[config.mk]
export PLATFORM = sky130hd
export DESIGN_NAME = pac_top
export DESIGN_NICKNAME = d
export VERILOG_FILES = /design/src/pac_cmd_decode.v /design/src/pac_delay.v /design/src/pac_top.v
export VERILOG_INCLUDE_DIRS = /design/src
export SDC_FILE = /design/constraint.sdc
export NUM_CORES = 1
export LEC_CHECK = 0
export BUFFER_PORTS_ARGS = -buffer_cell sky130_fd_sc_hd__buf_2
export CORE_AREA = 4 4 310 312
export DETAILED_ROUTE_END_ITERATION = 10
export DIE_AREA = 0 0 314 316
export GPL_TIMING_DRIVEN = 0
export SETUP_SLACK_MARGIN = 0.2
export SLEW_MARGIN = 10
export SYNTH_ARGS = -nofsm -noshare
export SYNTH_HDL_FRONTEND = slang
export SYNTH_SLANG_ARGS = --single-unit
[constraint.sdc]
create_clock -name i_clock -period 3.85 [get_ports i_clock]
set_clock_uncertainty 0.1 [all_clocks]
set_input_delay 0.385 -clock i_clock [delete_from_list [all_inputs] [get_ports i_clock]]
set_output_delay 0.385 -clock i_clock [all_outputs]
set_load 0.02 [all_outputs]
[src/pac_defs.vh]
`ifndef PAC_DEFS_VH
`define PAC_DEFS_VH

// ----------------------------------------------------------------
// register indices (six-bit port address)
// ----------------------------------------------------------------
`define PAC_A_PLANE_MASK      6'h00
`define PAC_A_CONST_OPERAND   6'h01
`define PAC_A_EQ_MASK         6'h02
`define PAC_A_ORDER_MASK      6'h03
`define PAC_A_RASTER_BLEND    6'h04
`define PAC_A_COMPARE_PICK    6'h05
`define PAC_A_WRITE_ADDR      6'h06
`define PAC_A_IDENT           6'h07
`define PAC_A_SECOND_BLEND    6'h08
`define PAC_A_PRE_BLEND       6'h09
`define PAC_A_STENCIL_PLANE   6'h0a
`define PAC_A_STENCIL_FUNC    6'h0b
`define PAC_A_PASS_SELECT     6'h0e
`define PAC_A_DEPTH_SELECT    6'h0f

// ----------------------------------------------------------------
// reset values
// ----------------------------------------------------------------
`define PAC_RST_PLANE_MASK    32'hffff_ffff
`define PAC_RST_RASTER_BLEND  32'h0303_0303
`define PAC_RST_COMPARE_PICK  32'h0a00_0000
`define PAC_RST_STENCIL_PLANE 32'h00ff_0000
`define PAC_RST_STENCIL_FUNC  32'h3330_0000
`define PAC_RST_PASS_SELECT   32'h0000_0100
`define PAC_RST_ZERO          32'h0000_0000
`define PAC_RST_CONST_EXT     4'h0

// ----------------------------------------------------------------
// fixed values used during stateless writes
// ----------------------------------------------------------------
`define PAC_SL_RASTER_BLEND   32'h0303_0303
`define PAC_SL_STENCIL_PLANE  32'h00ff_0000
`define PAC_SL_STENCIL_FUNC   32'h3330_0000
`define PAC_SL_ZERO           32'h0000_0000

// ----------------------------------------------------------------
// opcodes and enables
// ----------------------------------------------------------------
`define PAC_EN_ACTIVE         2'h3
`define PAC_OP_PB_READ        3'h0
`define PAC_OP_REG_ACCESS     3'h7
`define PAC_OP_TAG_REPLACE    3'h4
`define PAC_OP_TAG_OR         3'h5
`define PAC_OP_BLEND_INIT     3'h6

// ----------------------------------------------------------------
// compare/pick control fields
// ----------------------------------------------------------------
`define PAC_PICK_EN_LOAD      27
`define PAC_PICK_EN_VAL       26
`define PAC_PICK_HIT_LOAD     25
`define PAC_PICK_HIT_VAL      24

// ----------------------------------------------------------------
// pipeline timing in clock edges
// ----------------------------------------------------------------
`define PAC_STAGE6_DELAY      4
`define PAC_STAGE7_DELAY      5

// arbitrary neutral identification value, bit 0 forced to one
`define PAC_IDENT_DEFAULT     32'h0012_3401

`endif

[src/pac_cmd_decode.v]
`timescale 1ns/10ps
`include "pac_defs.vh"
module pac_cmd_decode (
	input  wire       i_clock,
	input  wire       i_rst,
	input  wire [1:0] i_op_enable_pair,
	input  wire       i_op_write_select,
	input  wire [2:0] i_op_code_field,
	input  wire [5:0] i_pixel_port_address,
	input  wire [3:0] i_byte_lane_enables,
	output reg        o_pb_read_q,
	output reg        o_ident_read_q,
	output reg        o_reg_write_q,
	output reg        o_data_write_q,
	output reg        o_stateful_q,
	output reg        o_initial_q,
	output reg        o_tag_replace_q,
	output reg        o_tag_or_q,
	output reg        o_blend_init_q,
	output reg  [5:0] o_addr_q,
	output reg  [3:0] o_be_q
);

	// ----------------------------------------------------------------
	// stage 2 decode of the pins sampled at the edge
	// ----------------------------------------------------------------
	wire act = (i_op_enable_pair == `PAC_EN_ACTIVE);
	wire rd  = act & ~i_op_write_select;
	wire wr  = act & i_op_write_select;
	wire op_reg = (i_op_code_field == `PAC_OP_REG_ACCESS);

	always @(posedge i_clock) begin
		if (i_rst) begin
			o_pb_read_q     <= 1'b0;
			o_ident_read_q  <= 1'b0;
			o_reg_write_q   <= 1'b0;
			o_data_write_q  <= 1'b0;
			o_stateful_q    <= 1'b0;
			o_initial_q     <= 1'b0;
			o_tag_replace_q <= 1'b0;
			o_tag_or_q      <= 1'b0;
			o_blend_init_q  <= 1'b0;
			o_addr_q        <= 6'h00;
			o_be_q          <= 4'h0;
		end else begin
			// reserved read opcodes fall through as no-operations
			o_pb_read_q    <= rd & (i_op_code_field == `PAC_OP_PB_READ);
			o_ident_read_q <= rd & op_reg &
				(i_pixel_port_address == `PAC_A_IDENT);
			o_reg_write_q  <= wr & op_reg;
			o_data_write_q <= wr & ~i_op_code_field[2];
			o_stateful_q   <= i_op_code_field[1];
			o_initial_q    <= ~i_op_code_field[0];
			o_tag_replace_q <= wr & (i_op_code_field == `PAC_OP_TAG_REPLACE);
			o_tag_or_q     <= wr & (i_op_code_field == `PAC_OP_TAG_OR);
			o_blend_init_q <= wr & (i_op_code_field == `PAC_OP_BLEND_INIT);
			o_addr_q       <= i_pixel_port_address;
			o_be_q         <= i_byte_lane_enables;
		end
	end

endmodule

[src/pac_delay.v]
`timescale 1ns/10ps
module pac_delay #(
	parameter WIDTH = 1,
	parameter DEPTH = 1
) (
	input  wire             i_clock,
	input  wire             i_rst,
	input  wire [WIDTH-1:0] i_data,
	output wire [WIDTH-1:0] o_data
);

	// ----------------------------------------------------------------
	// shift chain, one flop stage per entry
	// ----------------------------------------------------------------
	reg [WIDTH-1:0] stage_q [0:DEPTH-1];

	genvar g;
	generate
		for (g = 0; g < DEPTH; g = g + 1) begin : g_stage
			always @(posedge i_clock) begin
				if (i_rst) begin
					stage_q[g] <= {WIDTH{1'b0}};
				end else if (g == 0) begin
					stage_q[g] <= i_data;
				end else begin
					stage_q[g] <= stage_q[(g == 0) ? 0 : g - 1];
				end
			end
		end
	endgenerate

	assign o_data = stage_q[DEPTH-1];

endmodule

[src/pac_top.v]
`timescale 1ns/10ps
`include "pac_defs.vh"
module pac_top #(
	parameter [31:0] IDENT_VALUE = `PAC_IDENT_DEFAULT
) (
	input  wire         i_clock,
	input  wire         i_rst,
	input  wire [1:0]   i_op_enable_pair,
	input  wire         i_op_write_select,
	input  wire [2:0]   i_op_code_field,
	input  wire [5:0]   i_pixel_port_address,
	input  wire [3:0]   i_byte_lane_enables,
	input  wire [31:0]  i_pixel_data_bus,
	input  wire [3:0]   i_data_extension_bits,
	input  wire [31:0]  i_pb_read_data,
	input  wire         i_match_result,
	input  wire         i_order_result,
	input  wire [1:0]   i_pass_in,
	output reg  [31:0]  o_pixel_data_bus,
	output reg          o_pixel_data_oe,
	output wire         o_pb_read_q,
	output wire [5:0]   o_cmd_addr_q,
	output reg          o_wr_valid_q,
	output reg          o_wr_stateful_q,
	output reg          o_wr_initial_q,
	output reg          o_tag_replace_q,
	output reg          o_tag_or_q,
	output reg          o_blend_init_q,
	output reg  [2:0]   o_wr_block_q,
	output reg  [2:0]   o_wr_word_q,
	output reg  [31:0]  o_wr_data_q,
	output reg  [3:0]   o_wr_ext_q,
	output reg  [31:0]  o_wr_bit_en_q,
	output reg  [511:0] o_stage_ctrl_q,
	output reg  [31:0]  o_plane_write_mask_q,
	output reg  [35:0]  o_constant_operand_q,
	output reg          o_pass_out_q,
	output reg          o_pb_write_enable_q,
	output reg          o_pick_enable_q,
	output reg          o_hit_n_q
);

	// ----------------------------------------------------------------
	// stage 2 command decode
	// ----------------------------------------------------------------
	wire       ident_read;
	wire       reg_write;
	wire       data_write;
	wire       stateful;
	wire       initial_mode;
	wire       tag_replace;
	wire       tag_or;
	wire       blend_init;
	wire [3:0] be;

	pac_cmd_decode u_decode (
		.i_clock              (i_clock),
		.i_rst                (i_rst),
		.i_op_enable_pair     (i_op_enable_pair),
		.i_op_write_select    (i_op_write_select),
		.i_op_code_field      (i_op_code_field),
		.i_pixel_port_address (i_pixel_port_address),
		.i_byte_lane_enables  (i_byte_lane_enables),
		.o_pb_read_q          (o_pb_read_q),
		.o_ident_read_q       (ident_read),
		.o_reg_write_q        (reg_write),
		.o_data_write_q       (data_write),
		.o_stateful_q         (stateful),
		.o_initial_q          (initial_mode),
		.o_tag_replace_q      (tag_replace),
		.o_tag_or_q           (tag_or),
		.o_blend_init_q       (blend_init),
		.o_addr_q             (o_cmd_addr_q),
		.o_be_q               (be)
	);

	// ----------------------------------------------------------------
	// register file, one entry per slot 0x00-0x0f of the six-bit address
	// ----------------------------------------------------------------
	// write data arrives the cycle after the opcode, so the load happens
	// at the end of stage 2; ops already past stage 2 keep old values
	reg  [31:0] reg_q [0:15];
	wire [31:0] lane_mask = {{8{be[3]}}, {8{be[2]}},
		{8{be[1]}}, {8{be[0]}}};

	function [31:0] pac_rst_val;
		input [3:0] idx;
		begin
			case (idx)
			4'h0:    pac_rst_val = `PAC_RST_PLANE_MASK;
			4'h4:    pac_rst_val = `PAC_RST_RASTER_BLEND;
			4'h5:    pac_rst_val = `PAC_RST_COMPARE_PICK;
			4'ha:    pac_rst_val = `PAC_RST_STENCIL_PLANE;
			4'hb:    pac_rst_val = `PAC_RST_STENCIL_FUNC;
			4'he:    pac_rst_val = `PAC_RST_PASS_SELECT;
			default: pac_rst_val = `PAC_RST_ZERO;
			endcase
		end
	endfunction

	function pac_implemented;
		input [3:0] idx;
		begin
			case (idx)
			4'h7:    pac_implemented = 1'b0;
			4'hc:    pac_implemented = 1'b0;
			4'hd:    pac_implemented = 1'b0;
			default: pac_implemented = 1'b1;
			endcase
		end
	endfunction

	// stateless writes see fixed values; the three masks, constant and the
	// depth/pass selects keep their contents
	function [31:0] pac_stateless_val;
		input [3:0]  idx;
		input [31:0] cur;
		begin
			case (idx)
			4'h4:    pac_stateless_val = `PAC_SL_RASTER_BLEND;
			4'h5:    pac_stateless_val = `PAC_SL_ZERO;
			4'h6:    pac_stateless_val = `PAC_SL_ZERO;
			4'h8:    pac_stateless_val = `PAC_SL_ZERO;
			4'h9:    pac_stateless_val = `PAC_SL_ZERO;
			4'ha:    pac_stateless_val = `PAC_SL_STENCIL_PLANE;
			4'hb:    pac_stateless_val = `PAC_SL_STENCIL_FUNC;
			default: pac_stateless_val = cur;
			endcase
		end
	endfunction

	// register slots beyond 0x0f do not exist; the write is dropped
	wire reg_hit_range = (o_cmd_addr_q[5:4] == 2'b00);
	wire stage_stateless = data_write & ~stateful;

	genvar g;
	generate
		for (g = 0; g < 16; g = g + 1) begin : g_reg
			wire sel = reg_write & reg_hit_range &
				(o_cmd_addr_q[3:0] == g) & pac_implemented(g);
			wire [31:0] merged = (reg_q[g] & ~lane_mask) |
				(i_pixel_data_bus & lane_mask);
			always @(posedge i_clock) begin
				if (i_rst) begin
					reg_q[g] <= pac_rst_val(g);
				end else if (sel) begin
					reg_q[g] <= merged;
				end else if (g == 5) begin
					// one-shot pick controls drop back to no change
					reg_q[g][`PAC_PICK_EN_LOAD]  <= 1'b0;
					reg_q[g][`PAC_PICK_HIT_LOAD] <= 1'b0;
				end
			end
			// snapshot for the op entering stage 3 on this edge
			always @(posedge i_clock) begin
				if (i_rst) begin
					o_stage_ctrl_q[32*g +: 32] <= pac_rst_val(g);
				end else if (stage_stateless) begin
					o_stage_ctrl_q[32*g +: 32] <=
						pac_stateless_val(g, reg_q[g]);
				end else begin
					o_stage_ctrl_q[32*g +: 32] <= reg_q[g];
				end
			end
		end
	endgenerate

	wire const_sel = reg_write & reg_hit_range &
		(o_cmd_addr_q[3:0] == `PAC_A_CONST_OPERAND);
	// top nibble staged beside reg_q so all 36 bits change together
	reg  [3:0]  const_ext_q;

	always @(posedge i_clock) begin
		if (i_rst) begin
			o_plane_write_mask_q <= `PAC_RST_PLANE_MASK;
			o_constant_operand_q <= {`PAC_RST_CONST_EXT, `PAC_RST_ZERO};
			const_ext_q          <= `PAC_RST_CONST_EXT;
		end else begin
			// mirrors the mask to the DRAM masked block write path
			o_plane_write_mask_q <= reg_q[0];
			o_constant_operand_q <= {const_ext_q, reg_q[1]};
			if (const_sel & be[3]) begin
				const_ext_q <= i_data_extension_bits;
			end
		end
	end

	// ----------------------------------------------------------------
	// read path: pixel buffer word or identification, in stage 3
	// ----------------------------------------------------------------
	wire [31:0] ident_word = {IDENT_VALUE[31:1], 1'b1};

	always @(posedge i_clock) begin
		if (i_rst) begin
			o_pixel_data_bus <= 32'h0000_0000;
			o_pixel_data_oe  <= 1'b0;
		end else begin
			o_pixel_data_oe <= o_pb_read_q | ident_read;
			if (ident_read) begin
				o_pixel_data_bus <= ident_word & lane_mask;
			end else if (o_pb_read_q) begin
				o_pixel_data_bus <= i_pb_read_data;
			end else begin
				o_pixel_data_bus <= 32'h0000_0000;
			end
		end
	end

	// ----------------------------------------------------------------
	// stage 3 write group: data taken on the edge after the opcode
	// ----------------------------------------------------------------
	always @(posedge i_clock) begin
		if (i_rst) begin
			o_wr_valid_q    <= 1'b0;
			o_wr_stateful_q <= 1'b0;
			o_wr_initial_q  <= 1'b0;
			o_tag_replace_q <= 1'b0;
			o_tag_or_q      <= 1'b0;
			o_blend_init_q  <= 1'b0;
			o_wr_block_q    <= 3'h0;
			o_wr_word_q     <= 3'h0;
			o_wr_data_q     <= 32'h0000_0000;
			o_wr_ext_q      <= 4'h0;
			o_wr_bit_en_q   <= 32'h0000_0000;
		end else begin
			o_wr_valid_q    <= data_write;
			o_wr_stateful_q <= data_write & stateful;
			o_wr_initial_q  <= data_write & initial_mode;
			o_tag_replace_q <= tag_replace;
			o_tag_or_q      <= tag_or;
			o_blend_init_q  <= blend_init;
			o_wr_block_q    <= o_cmd_addr_q[5:3];
			// tag ops carry no word address
			o_wr_word_q     <= (tag_replace | tag_or) ? 3'h0 :
				o_cmd_addr_q[2:0];
			o_wr_data_q     <= i_pixel_data_bus;
			o_wr_ext_q      <= i_data_extension_bits;
			if (data_write & stateful) begin
				o_wr_bit_en_q <= reg_q[0];
			end else if (data_write) begin
				o_wr_bit_en_q <= 32'hffff_ffff;
			end else begin
				o_wr_bit_en_q <= 32'h0000_0000;
			end
		end
	end

	// ----------------------------------------------------------------
	// compare pass and pixel buffer write enable
	// ----------------------------------------------------------------
	wire [1:0] wr_at6;
	wire [3:0] pick_at7;

	pac_delay #(
		.WIDTH (2),
		.DEPTH (`PAC_STAGE6_DELAY)
	) u_wr_pipe (
		.i_clock (i_clock),
		.i_rst   (i_rst),
		.i_data  ({data_write, data_write & stateful}),
		.o_data  (wr_at6)
	);

	// compare results are final in stage 5, pass out shows in stage 6
	wire pass_all = o_pass_out_q & i_pass_in[0] & i_pass_in[1];
	reg  hit_req_q;

	always @(posedge i_clock) begin
		if (i_rst) begin
			o_pass_out_q        <= 1'b0;
			o_pb_write_enable_q <= 1'b0;
			hit_req_q           <= 1'b0;
		end else begin
			o_pass_out_q <= i_match_result & i_order_result;
			// stateless writes bypass the compare units
			o_pb_write_enable_q <= wr_at6[1] &
				(pass_all | ~wr_at6[0]);
			hit_req_q <= wr_at6[0] & pass_all;
		end
	end

	// ----------------------------------------------------------------
	// picking logic, both event kinds meet in stage 7
	// ----------------------------------------------------------------
	wire ccr_byte3 = reg_write & reg_hit_range & be[3] &
		(o_cmd_addr_q[3:0] == `PAC_A_COMPARE_PICK);
	// decoded straight from the incoming data, so the one-shot timing
	// of the stored bits cannot drop or repeat an action
	wire [3:0] pick_evt = {ccr_byte3 & i_pixel_data_bus[`PAC_PICK_EN_LOAD],
		i_pixel_data_bus[`PAC_PICK_EN_VAL],
		ccr_byte3 & i_pixel_data_bus[`PAC_PICK_HIT_LOAD],
		i_pixel_data_bus[`PAC_PICK_HIT_VAL]};

	pac_delay #(
		.WIDTH (4),
		.DEPTH (`PAC_STAGE7_DELAY)
	) u_pick_pipe (
		.i_clock (i_clock),
		.i_rst   (i_rst),
		.i_data  (pick_evt),
		.o_data  (pick_at7)
	);

	// ops reach stage 7 in issue order, so a clear issued ahead of a
	// stateful write always lands first
	always @(posedge i_clock) begin
		if (i_rst) begin
			o_pick_enable_q <= 1'b1;
			o_hit_n_q       <= 1'b1;
		end else begin
			if (pick_at7[3]) begin
				o_pick_enable_q <= pick_at7[2];
			end
			if (pick_at7[1]) begin
				o_hit_n_q <= ~pick_at7[0];
			end else if (hit_req_q & o_pick_enable_q) begin
				o_hit_n_q <= 1'b0;
			end
		end
	end

endmodule

==> impl_results.md <==
* Status: completed
* Peak supply drop at 0.392 mV
* Mux share of post-synthesis cell area at 0.00128
* Global-route wire length before repair at 172000 µm
* Post-Syn Instances at 2891
* Gpl congestion at 0.802
* Clk slew on worst S/H paths at 0.06 ns
* Fillers at 8659
* Largest family of logic cells by synthesized area: simple AND/OR/NAND/NOR gates
* Crit. End Element: flip-flop
* Yosys warnings at 0
* TritonCTS buffer count at 103
* Clock Sinks at 1001
* Crit Path Class: flip-flop to flip-flop
* Fmax at 328 MHz
* CTS max path bufs at 3
* CP Max Fanout at 11
* Startpoint types: flip-flop
* XOR/XNOR share of the synthesized area at 0
* Fin crit period at 3.05 ns
* Crit path DAT at 3.55 ns
* Number of global-route vias before repair at 24200
* Minimum hold slack at 0.0764 ns
* Final Core Density at 0.488
* Post-synthesis sequential area ratio at 0.688
* Setup violations, final at 0
* Max-slew headroom at 0.0673
* Drt pass-1 iters at 7
* Post-route ant nets at 0
* Die H at 316 µm
* Tightest Hold Check Type: primary input to flip-flop
* Multi-input logic area at 9400 µm²
* Worst Path Required at 4.35 ns
* HPWL after DPL at 87200 µm
* Buffers on Ports at 697
* Cell Rows at 112
* Die span in x at 314 µm
* Synth Area in Adders at 0
* Share of the synthesized area in the top cell type at 0.355
* Remaining Overflow, GRT at 0
* GRT Total Usage at 0.241
* Routed WL at 124000 µm
* Commonest non-fill, non-tap cell in the layout: buf_2
* Final nets at 3978
* CTS tree: yes
* Routed via count at 24400
* Largest net degree at the start of global routing at 33
* Crit path cell chain: clkinv_1 -> a21oi_1 -> buf_2 -> clkbuf_1 -> and2_1
* P_leak at 18.9 nW
* Initial cell density of the core at 0.378
* Setup Fix Bufs, Post-CTS at 0
* Clock Latency Late Sink at 0.68 ns
* Synth area leader: edfxtp_1
* Synth unique cells at 37
* Drt drc at 0
* Number of hold buffers added after cts at 89
* Crit-path max cell delay at 0.82 ns
* Simple-gate portion of the synthesized area at 0.190
* Routed vias/inst at 4.66
* Ratio of cells with drive above 1 in the final layout at 0.284
* CP max stage cell: a21oi_1
* H-tree depth at 3
* RSZ-0062 raised after global routing: no
* Syn_area_per_cell at 12.2 µm²
* DRT iter0 DRCs at 1802
* Initial antenna violation count at 10
* Drt wl/cell at 23.7 µm
* Least-Margin Pin Slew at 1.40 ns
* Max_cap viols at 0
* Io pins at 794
* Synthesized flop and latch total at 1001
* R2R setup slack at 0.80 ns
* Cts repair resizes at 0
* Final Max Tran Viols at 0
* Clk root buf: clkbuf_16
* Die area at 99200 µm²
* Register area at 24200 µm²
* Synth top area cells: edfxtp_1 36%, dfxtp_1 33%, nand2b_1 7.8%
* Syn Std Cell Area at 35200 µm²
* PD cells at 518 nW/µm²
* Final Power at 23.5 mW
* Final cycle utilization of the critical path at 0.793
* Synth Area in Compound Gates at 0.0641
* Core area at 93000 µm²
* Final hold violation count at 0
* Most frequent cells in the layout: 711 x buf_2, 585 x dfxtp_1, 439 x nand2b_1
* Area Overhead vs Synth at 29.0%
==> final cells by class <==
class,count,area share
Antenna cell,4,0.000221
Buffer,355,0.0439
Clock buffer,154,0.0694
Clock inverter,41,0.00963
Inverter,7,0.000579
Multi-Input combinational cell,1624,0.207
Sequential cell,1001,0.534
Tap cell,1254,0.0346
Timing Repair Buffer,796,0.101
==> per-layer routing <==
layer | up-vias | routed length (µm) | track usage
li1 | 11300 | - | -
met1 | 12000 | 52200 | 0.314
met2 | 946 | 60400 | 0.413
met3 | 152 | 8550 | 0.0480
met4 | 0 | 2930 | 0.0649
met5 | - | 0 | 0
==> cells by family (layout without fill, tap and decap cells) <==
| group | Yosys count | count (layout) |
|---|---|---|
| other cells | 2 | 102 |
| compound gates | 422 | 422 |
| simple gates | 1100 | 1100 |
| flops | 1001 | 1001 |
| mux | 4 | 4 |
| buf+inv | 362 | 1353 |
==> worst paths after layout <==
kind,from,end,cells past startpoint
hold / removal,i_op_enable_pair[1],u_decode.o_data_write_q$_SDFF_PP0_,4
setup reg to reg,u_decode.o_stateful_q$_SDFF_PP0_,o_stage_ctrl_q[352]$_SDFF_PP0_,5
hold reg to reg,u_wr_pipe.stage_q[3][1]$_SDFF_PP0_,o_pb_write_enable_q$_SDFF_PP0_,2
setup / recovery,u_decode.o_stateful_q$_SDFF_PP0_,o_stage_ctrl_q[352]$_SDFF_PP0_,5
==> synthesized netlist by cell type <==
master	n
or3_1	2
nor3b_1	6
or2_2	33
nand3_1	64
nor4b_2	1
and4_1	1
edfxtp_1	416
nand2_1	51
a211o_1	1
a31o_2	5
a21o_1	4
nand4_1	3
o21bai_1	6
inv_1	6
conb_1	2
a22oi_1	1
o21a_1	31
mux2_2	4
and2_1	232
buf_1	2
o211ai_1	1
clkbuf_1	177
a41o_1	2
nor2_1	12
buf_2	14
and3_1	4
dfxtp_1	585
buf_4	162
nand2b_1	439
o21ai_0	3
clkinv_1	1
a21oi_1	368
nor2b_1	243
nor4_1	2
nor3_1	5
nor3b_2	1
nand3b_1	1
==> metrics by stage <==
step / setup TNS [ns] / instances / setup slack [ns] / instance area, µm²
after floorplan: 0 / 2987 / 0.739 / 35500
after CTS: 0 / 5232 / 0.525 / 45400
after detailed placement: 0 / 4948 / 0.211 / 40900
after global routing: 0 / 5233 / 0.541 / 45400
final: 0 / 5236 / 0.797 / 45400
after global placement: -136.64 / 4938 / -0.871 / 40600
==> registers in the layout, summed over array words and instances (netlist names), 3 cells and up <==
name                  cells
o_wr_data_q              32
o_stage_ctrl_q          383
o_pixel_data_bus         32
o_plane_write_mask_q     32
u_pick_pipe.stage_q      18
o_wr_block_q              3
u_wr_pipe.stage_q         7
o_wr_word_q               3
o_constant_operand_q      5
reg_q                   416
const_ext_q               4
u_decode.o_addr_q         6
o_wr_bit_en_q            32
u_decode.o_be_q           4
o_wr_ext_q                4
==> critical path: cells and delay by family (launching register included) <==
family,cells,cell delay [ns]
buffers and inverters,3,1.41
AO/OA/AOI/OAI,1,0.82
flip-flops,1,0.34
AND/OR/NAND/NOR,1,0.30
==> power breakdown <==
part           internal [mW]  switching (mW)  total (mW)
combinational          0.544            1.07        1.62
clock                   6.10            4.32        10.4
sequential              11.3           0.148        11.5
Note: power is estimated with default switching activity, not from simulation.
